File: src/verilog/apc_pkg.sv
// Package of register offsets, field positions and reset values for the
// converter control block.
// Assumes a classic Wishbone slave with 32-bit data and byte addresses.
package apc_pkg;
  // ----------------------------------------------------------------------
  // Bus geometry
  // ----------------------------------------------------------------------
  localparam int ADR_W = 5;
  localparam int DAT_W = 32;
  // ----------------------------------------------------------------------
  // Register byte offsets
  // ----------------------------------------------------------------------
  localparam logic [4:0] OFF_PRIO = 5'h00;  // priority_conv_control
  localparam logic [4:0] OFF_MON0 = 5'h04;  // monitor0_config
  localparam logic [4:0] OFF_TRIG = 5'h08;  // trigger_and_soft_reset
  localparam logic [4:0] OFF_STAT = 5'h0C;  // interrupt status
  localparam logic [4:0] OFF_MASK = 5'h10;  // interrupt mask
  // ----------------------------------------------------------------------
  // Field positions
  // ----------------------------------------------------------------------
  localparam int PRIO_DONE_B  = 7;
  localparam int PRIO_BUSY_B  = 6;
  localparam int PRIO_START_B = 5;
  localparam int PRIO_SPARE_B = 4;
  localparam int MON_SPARE_B  = 7;
  localparam int MON_DIR_B    = 5;
  localparam int MON_TGT_LO   = 1;
  localparam int MON_EN_B     = 0;
  localparam int PHW_SRC_B    = 7;
  localparam int PHW_EN_B     = 6;
  localparam int NHW_SRC_B    = 5;
  localparam int NHW_EN_B     = 4;
  localparam int IRQ_DONE_B   = 0;
  localparam int IRQ_MON0_B   = 1;
  // ----------------------------------------------------------------------
  // Codes and reset values
  // ----------------------------------------------------------------------
  localparam logic [1:0] KEY_FIRST  = 2'h2;
  localparam logic [1:0] KEY_SECOND = 2'h1;
  localparam logic [3:0] CHAN_RST   = 4'h0;
  localparam logic [7:0] BYTE_RST   = 8'h00;
  localparam logic [1:0] IRQ_RST    = 2'h0;
  // Soft reset key sequencer states.
  typedef enum logic {
    APC_KEY_IDLE  = 1'b0,
    APC_KEY_ARMED = 1'b1
  } apc_key_e;
endpackage : apc_pkg

File: src/verilog/apc_ctrl.sv
// Converter control block: top-priority conversion, monitor 0 and trigger
// selection, with a classic Wishbone register slave and one interrupt.
// Assumes the converter core and timers run on clk_i; ext_trig_i is a pin.
//
// Notes on behaviour
// - Bit 7 of the priority register reads 1 once the top-priority conversion has finished, else 0.
// - Reading the priority register clears its completion flag.
// - Bit 6 of the priority register reads 1 while the top-priority conversion runs.
// - Writing 1 to bit 5 starts a top-priority conversion unless one runs, 0 does nothing, and it reads 0.
// - Bits 3-0 pick analog input 0 to 7, upper codes reserved, set before starting.
// - Monitor direction 0 flags results below compare value 0, 1 flags results above.
// - Monitor target bits 4-1 pick result 0 to 7, any code 1xxx picks the special result.
// - Monitor enable bit 0 turns the comparison and its interrupt off or on.
// - Priority trigger source picks the external pin or timer match a, gated by its enable.
// - Normal trigger source picks the external pin or timer match b, gated by its enable.
// - Writing 10 then 01 to the reset key field resets every register of the block but the bus ack, read data and trigger pin flops.
`timescale 1ns/1ns
module apc_ctrl #(
  parameter int RES_W = 12
) (
  // Clock and reset.
  input  wire logic                       clk_i,
  input  wire logic                       rst_i,
  // Wishbone slave.
  input  wire logic                       wb_cyc_i,
  input  wire logic                       wb_stb_i,
  input  wire logic                       wb_we_i,
  input  wire logic [apc_pkg::ADR_W-1:0]  wb_adr_i,
  input  wire logic [3:0]                 wb_sel_i,
  input  wire logic [apc_pkg::DAT_W-1:0]  wb_dat_i,
  output logic      [apc_pkg::DAT_W-1:0]  wb_dat_o,
  output logic                            wb_ack_o,
  // Converter core.
  output logic                            conv_start_o,
  output logic      [3:0]                 conv_chan_o,
  input  wire logic                       conv_done_i,
  output logic                            normal_hw_start_o,
  output logic                            soft_reset_o,
  // Trigger sources.
  input  wire logic                       ext_trig_i,
  input  wire logic                       timer_match_a_i,
  input  wire logic                       timer_match_b_i,
  // Monitor 0 inputs.
  input  wire logic [8*RES_W-1:0]         result_regs_i,
  input  wire logic [RES_W-1:0]           special_result_reg_i,
  input  wire logic [RES_W-1:0]           cmp0_value_i,
  input  wire logic                       result_valid_i,
  // Interrupt.
  output logic                            irq_o
);
  import apc_pkg::*;

  // ----------------------------------------------------------------------
  // State
  // ----------------------------------------------------------------------
  logic       done_r, done_nxt;
  logic       busy_r, busy_nxt;
  logic       pspare_r, pspare_nxt;
  logic [3:0] chan_r, chan_nxt;
  logic [7:0] mon_r, mon_nxt;
  logic [3:0] trig_r, trig_nxt;
  logic [1:0] stat_r, stat_nxt;
  logic [1:0] mask_r, mask_nxt;
  logic       ack_r, ack_nxt;
  logic [31:0] dat_r, dat_nxt;
  logic       start_r, start_nxt;
  logic       nstart_r, nstart_nxt;
  logic       srst_r, srst_nxt;
  apc_key_e   key_r, key_nxt;
  logic       s1_r, s2_r, s3_r;
  logic       req, wr, rd, ext_rise, sw_go, hw_go, go, hit;
  logic [RES_W-1:0] res;

  // Picks the result under watch; any code with its top bit set is special.
  function automatic logic [RES_W-1:0] pick(input logic [3:0] t,
      input logic [8*RES_W-1:0] r, input logic [RES_W-1:0] sp);
    if (t[3]) begin
      return sp;
    end
    return r[32'(t[2:0])*RES_W +: RES_W];
  endfunction : pick

  // ----------------------------------------------------------------------
  // Decode and events
  // ----------------------------------------------------------------------
  // Requests are taken once; ack closes each bus cycle after one wait.
  assign req = wb_cyc_i && wb_stb_i && !ack_r;
  assign wr  = req && wb_we_i && wb_sel_i[0];
  assign rd  = req && !wb_we_i;
  assign ext_rise = s2_r && !s3_r;
  assign sw_go = wr && (wb_adr_i == OFF_PRIO) && wb_dat_i[PRIO_START_B];
  assign hw_go = (trig_r[PHW_EN_B-4] &&
                  (trig_r[PHW_SRC_B-4] ? timer_match_a_i : ext_rise));
  assign go  = (sw_go || hw_go) && !busy_r;
  assign res = pick(mon_r[MON_TGT_LO +: 4], result_regs_i,
                    special_result_reg_i);
  assign hit = mon_r[MON_EN_B] && result_valid_i &&
               (mon_r[MON_DIR_B] ? (res > cmp0_value_i)
                                 : (res < cmp0_value_i));

  // Next values of every register of the block but the trigger pin flops.
  always_comb begin
    done_nxt   = done_r;
    busy_nxt   = busy_r;
    pspare_nxt = pspare_r;
    chan_nxt   = chan_r;
    mon_nxt    = mon_r;
    trig_nxt   = trig_r;
    stat_nxt   = stat_r;
    mask_nxt   = mask_r;
    key_nxt    = key_r;
    srst_nxt   = 1'b0;
    ack_nxt    = req;
    dat_nxt    = 32'h0000_0000;
    start_nxt  = go;
    nstart_nxt = trig_r[NHW_EN_B-4] &&
                 (trig_r[NHW_SRC_B-4] ? timer_match_b_i : ext_rise);
    // Register writes touch the low byte only; upper bits are dropped.
    if (wr) begin
      unique case (wb_adr_i)
        OFF_PRIO: begin
          pspare_nxt = wb_dat_i[PRIO_SPARE_B];
          chan_nxt   = wb_dat_i[3:0];
        end
        OFF_MON0: mon_nxt = {wb_dat_i[7], 1'b0, wb_dat_i[5:0]};
        OFF_TRIG: trig_nxt = wb_dat_i[7:4];
        OFF_STAT: stat_nxt = stat_r & ~wb_dat_i[1:0];
        OFF_MASK: mask_nxt = wb_dat_i[1:0];
        default: ;
      endcase
    end
    // Read data; unmapped offsets and upper bits read zero.
    if (rd) begin
      unique case (wb_adr_i)
        OFF_PRIO: dat_nxt = {24'h00_0000, done_r, busy_r, 1'b0,
                             pspare_r, chan_r};
        OFF_MON0: dat_nxt = {24'h00_0000, mon_r};
        OFF_TRIG: dat_nxt = {24'h00_0000, trig_r, 4'h0};
        OFF_STAT: dat_nxt = {30'h0000_0000, stat_r};
        OFF_MASK: dat_nxt = {30'h0000_0000, mask_r};
        default:  dat_nxt = 32'h0000_0000;
      endcase
      if (wb_adr_i == OFF_PRIO) begin
        done_nxt = 1'b0;
      end
    end
    // Conversion tracking; a finish in the clearing cycle still sets.
    if (go) begin
      busy_nxt = 1'b1;
      done_nxt = 1'b0;
    end else if (busy_r && conv_done_i) begin
      busy_nxt = 1'b0;
      done_nxt = 1'b1;
    end
    if (busy_r && conv_done_i) begin
      stat_nxt[IRQ_DONE_B] = 1'b1;
    end
    if (hit) begin
      stat_nxt[IRQ_MON0_B] = 1'b1;
    end
    // Reset key: 10 arms, a following 01 fires, anything else disarms.
    if (wr && (wb_adr_i == OFF_TRIG)) begin
      unique case (key_r)
        APC_KEY_IDLE: begin
          if (wb_dat_i[1:0] == KEY_FIRST) begin
            key_nxt = APC_KEY_ARMED;
          end
        end
        APC_KEY_ARMED: begin
          key_nxt  = APC_KEY_IDLE;
          srst_nxt = (wb_dat_i[1:0] == KEY_SECOND);
        end
      endcase
    end
    // Soft reset wins over everything but the bus handshake.
    if (srst_r) begin
      done_nxt   = 1'b0;
      busy_nxt   = 1'b0;
      pspare_nxt = 1'b0;
      chan_nxt   = CHAN_RST;
      mon_nxt    = BYTE_RST;
      trig_nxt   = 4'h0;
      stat_nxt   = IRQ_RST;
      mask_nxt   = IRQ_RST;
      key_nxt    = APC_KEY_IDLE;
      start_nxt  = 1'b0;
      nstart_nxt = 1'b0;
    end
  end

  // Registers; the trigger pin passes two flops before any logic.
  always_ff @(posedge clk_i) begin
    if (rst_i) begin
      done_r   <= 1'b0;
      busy_r   <= 1'b0;
      pspare_r <= 1'b0;
      chan_r   <= CHAN_RST;
      mon_r    <= BYTE_RST;
      trig_r   <= 4'h0;
      stat_r   <= IRQ_RST;
      mask_r   <= IRQ_RST;
      key_r    <= APC_KEY_IDLE;
      srst_r   <= 1'b0;
      ack_r    <= 1'b0;
      dat_r    <= 32'h0000_0000;
      start_r  <= 1'b0;
      nstart_r <= 1'b0;
      s1_r     <= 1'b0;
      s2_r     <= 1'b0;
      s3_r     <= 1'b0;
    end else begin
      done_r   <= done_nxt;
      busy_r   <= busy_nxt;
      pspare_r <= pspare_nxt;
      chan_r   <= chan_nxt;
      mon_r    <= mon_nxt;
      trig_r   <= trig_nxt;
      stat_r   <= stat_nxt;
      mask_r   <= mask_nxt;
      key_r    <= key_nxt;
      srst_r   <= srst_nxt;
      ack_r    <= ack_nxt;
      dat_r    <= dat_nxt;
      start_r  <= start_nxt;
      nstart_r <= nstart_nxt;
      s1_r     <= ext_trig_i;
      s2_r     <= s1_r;
      s3_r     <= s2_r;
    end
  end

  // Outputs.
  assign wb_ack_o          = ack_r;
  assign wb_dat_o          = dat_r;
  assign conv_start_o      = start_r;
  assign conv_chan_o       = chan_r;
  assign normal_hw_start_o = nstart_r;
  assign soft_reset_o      = srst_r;
  assign irq_o             = |(stat_r & mask_r);
endmodule : apc_ctrl

File: config.mk
export PLATFORM = sky130hd
export DESIGN_NAME = apc_ctrl
export DESIGN_NICKNAME = d
export VERILOG_FILES = /design/src/verilog/apc_pkg.sv /design/src/verilog/apc_ctrl.sv
export SDC_FILE = /design/constraint.sdc
export NUM_CORES = 1
export LEC_CHECK = 0
export BUFFER_PORTS_ARGS = -buffer_cell sky130_fd_sc_hd__buf_2
export CAP_MARGIN = 10
export CELL_PAD_IN_SITES_DETAIL_PLACEMENT = 1
export CELL_PAD_IN_SITES_GLOBAL_PLACEMENT = 1
export CORE_MARGIN = 4
export CORE_UTILIZATION = 31
export CTS_BUF_LIST = sky130_fd_sc_hd__clkbuf_4 sky130_fd_sc_hd__clkbuf_8
export DETAILED_ROUTE_END_ITERATION = 7
export PLACE_DENSITY_LB_ADDON = 0.2
export SYNTH_ARGS = -nofsm -noshare
export SYNTH_HDL_FRONTEND = slang
export SYNTH_SLANG_ARGS = --single-unit
File: constraint.sdc
create_clock -name clk_i -period 6.3 [get_ports clk_i]
set_input_delay 0.63 -clock clk_i [delete_from_list [all_inputs] [get_ports clk_i]]
set_output_delay 0.63 -clock clk_i [all_outputs]
set_load 0.02 [all_outputs]
==> results.sh <==
export IMPL_status="completed"
export IMPL_floorplan_die_height_um=104
export IMPL_pre_cts_worst_setup_slack_ns=2.99
export IMPL_cts_root_buf="sky130_fd_sc_hd__clkbuf_8"
export IMPL_placed_cell_area_mm2=0.00363
export IMPL_timing_max_slew_rel_slack_pct=43.2
export IMPL_drt_wl_total_um=9360
export IMPL_floorplan_rows=34
export IMPL_vias_per_cell=5.01
export IMPL_boundaryPins=212
export IMPL_finish_utilization_pct=42.1
export IMPL_tritoncts_num_sinks=38
export IMPL_period_share_pct=51.6
export IMPL_antenna_violations_before_repair=0
export IMPL_numPlacedInstances=554
export IMPL_min_path_cells=1
export IMPL_grt_busiest_layer="met2"
export IMPL_grt_setup_unrepaired="no"
export IMPL_coreArea_mm2=0.00885
export IMPL_synth_distinct_cells=43
export IMPL_filler_cell_count=1072
export IMPL_worst_slack_ns=3.05
export IMPL_synth_seq_area_share_pct=26.6
export IMPL_synth_edf_count=0
export IMPL_stdcell_count=562
export IMPL_clk_transition_reported_paths_ns=0.07
export IMPL_final_antenna_net_count=0
export IMPL_power_density_cells_mw_per_mm2=143
export IMPL_vdd_ir_drop_worst_mv=0.127
export IMPL_max_cap_violations=0
export IMPL_yosysWarnings=0
export IMPL_area_growth_syn_to_layout_pct=29.9
export IMPL_critical_path_peak_fanout=26
export IMPL_critPathTopFamily="flip-flops"
export IMPL_synthArstFlopShare_pct=0
export IMPL_regArea_um2=762
export IMPL_most_common_layout_cells="160 x sky130_fd_sc_hd__buf_2, 37 x sky130_fd_sc_hd__dfxtp_1, 33 x sky130_fd_sc_hd__mux2i_1, 30 x sky130_fd_sc_hd__nor2_1, 29 x sky130_fd_sc_hd__nand2_1"
export IMPL_clk_latency_ns=0.29
export IMPL_clock_skew_final_ns=0.00657
export IMPL_total_grt_usage_pct=17.1
export IMPL_cts_made_buffers=5
export IMPL_vias_in_the_first_global_route=3007
export IMPL_crit_path_top_delay_cell="sky130_fd_sc_hd__dfxtp_2"
export IMPL_cts_hold_fix_buffers=0
export IMPL_max_stage_delay_ns=0.89
export IMPL_hpwl_um=7870
export IMPL_drt_initial_drc_count=80
export IMPL_resized_cells_post_cts=0
export IMPL_crit_path_cells="mux4_2, mux2i_1, o21ai_0, ha_1, nor2b_1, o211ai_1, a211oi_1, or3_1, o311ai_1"
export IMPL_finish_net_count=636
export IMPL_clk_path_buf_depth=2
export IMPL_total_of_flip_flops_plus_latches_after_synthesis=38
export IMPL_use_met2_pct=31.7
export IMPL_place_gp_congestion=0.812
export IMPL_layout_drive_gt1_share_pct=44.5
export IMPL_post_synth_instance_area_mm2=0.00287
export IMPL_total_count_of_max_transition_violations_in_the_final_report=0
export IMPL_insertedDiodeCount=0
export IMPL_maxClockFrequency_ghz=0.308
export IMPL_cp_depth=9
export IMPL_nature_of_the_critical_path_endpoint="flip-flop"
export IMPL_grt_first_pass_wirelength_um=15300
export IMPL_drt_wirelength_per_cell_um=16.6
export IMPL_final_area_mm2=0.00372
export IMPL_minimum_period_implied_by_the_final_worst_setup_slack_ns=3.25
export IMPL_fin_worst_hold_slack_ns=0.444
export IMPL_syn_instance_count=303
export IMPL_first_pass_iteration_count_of_the_detailed_router=4
export IMPL_synth_area_per_inst_um2=9.46
export IMPL_groute_layer_met1_usage_pct=20.5
export IMPL_crit_required_ns=6.50
export IMPL_grt_max_degree=27
export IMPL_via_count=2816
export IMPL_worst_setup_path_type="reg -> reg"
export IMPL_detail_route_drc_violations=0
export IMPL_worst_r2r_path_depth=9
export IMPL_critical_path_buf_inv_count=0
export IMPL_portBuffers=160
export IMPL_cts_tree="yes"
export IMPL_transition_time_at_the_pin_with_the_least_slew_margin_ns=0.852
export IMPL_power_leakage_nw=1.64
export IMPL_arrival_time_reported_for_the_critical_path_endpoint_ns=3.45
export IMPL_htreeDepth=2
export IMPL_power_mw=0.532
export IMPL_tns_ns=0
export IMPL_setup_viol=0
export IMPL_gr_total_overflow=0
export IMPL_gr_usage_met3_pct=3.17
export IMPL_layout_commonest_cell="sky130_fd_sc_hd__buf_2"
export IMPL_die_width_um=104
export IMPL_start_util_pct=32.4
export IMPL_final_hold_viol_count=0
export IMPL_worstHoldPathType="reg -> reg"
export IMPL_setup_worst_path_start_class="flip-flop"
export IMPL_ys_flop_type="sky130_fd_sc_hd__dfxtp_1"
export IMPL_cts_setup_buffers=0
export IMPL_fp_dieArea_mm2=0.0108
export IMPL_multiInputGateArea_mm2=0.00188
power by group:
| group | total (mW) | leakage [nW] | switching (mW) | internal [mW] |
|---|---|---|---|---|
| sequential | 0.242 | 0.307 | 0.000612 | 0.241 |
| clock | 0.181 | 0.0517 | 0.0883 | 0.0927 |
| combinational | 0.110 | 1.28 | 0.0540 | 0.0556 |
| total | 0.532 | 1.64 | 0.143 | 0.389 |
final timing paths:
check	from	endpoint	slack (ns)
hold / removal	s1_r$_SDFF_PP0_	s2_r$_SDFF_PP0_	0.44
hold reg to reg	s1_r$_SDFF_PP0_	s2_r$_SDFF_PP0_	0.44
setup reg to reg	mon_r[1]$_SDFFE_PP0P_	stat_r[1]$_SDFFE_PP0P_	3.05
setup / recovery	mon_r[1]$_SDFFE_PP0P_	stat_r[1]$_SDFFE_PP0P_	3.05
kinds of logic (layout without fill, tap and decap cells):
logic type / Yosys count / after routing / share of synthesized area, %
compound gates: 43 / 43 / 8.91
fa+ha+maj: 12 / 12 / 5.24
buf+inv: 52 / 180 / 10.8
flops: 38 / 38 / 26.6
mux: 57 / 57 / 30.4
other cells: 1 / 24 / 0.131
simple gates: 100 / 100 / 17.9
synth_stat cells (all sizes together), types with 2 or more instances:
| cell | count | area, µm² |
|---|---|---|
| mux2i | 33 | 330 |
| a21o | 2 | 15.0 |
| nor4 | 2 | 18.8 |
| nor2 | 30 | 113 |
| nand4 | 4 | 25.0 |
| and2 | 4 | 26.3 |
| nor2b | 5 | 31.3 |
| mux4 | 24 | 541 |
| inv | 11 | 41.3 |
| o21ai | 15 | 75.1 |
| nor3b | 3 | 33.8 |
| ha | 12 | 150 |
| or3 | 2 | 17.5 |
| nor3 | 5 | 25.0 |
| nand3b | 2 | 15.0 |
| and3 | 2 | 12.5 |
| o31ai | 2 | 15.0 |
| a22oi | 3 | 22.5 |
| a21oi | 15 | 78.8 |
| a211oi | 2 | 15.0 |
| dfxtp | 38 | 761 |
| nand3 | 7 | 35.0 |
| buf | 34 | 243 |
| nand2 | 30 | 115 |
| clkbuf | 7 | 26.3 |
cell type report:
type | count | area share [%]
sequential | 38 | 20.5
multi-input combinational | 236 | 50.5
clock buffer | 7 | 2.42
timing repair buffer | 161 | 21.7
clock inverter | 1 | 0.134
tap | 108 | 3.63
inverter | 11 | 1.11
routing by layer:
metal  up-vias  wire length [µm]
met2       114              4810
met5         -                 0
met1      1348              3920
li1       1348                 -
met3         6               541
met4         0                82
worst reg2reg max path, delay by kind of cell, from the launching register on:
kind,cells,cell delay (ns)
fa+ha+maj,1,0.33
compound gates,4,0.61
flops,1,0.89
simple gates,2,0.54
mux,2,0.79
sequential cells by signal, summed over array words and instances (netlist names), 2 cells and up:
| name | cells |
|---|---|
| conv_chan_o | 4 |
| mon_r | 7 |
| mask_r | 2 |
| trig_r | 4 |
| stat_r | 2 |
| wb_dat_o | 8 |
No activity file was read; power rests on OpenSTA's default activity.
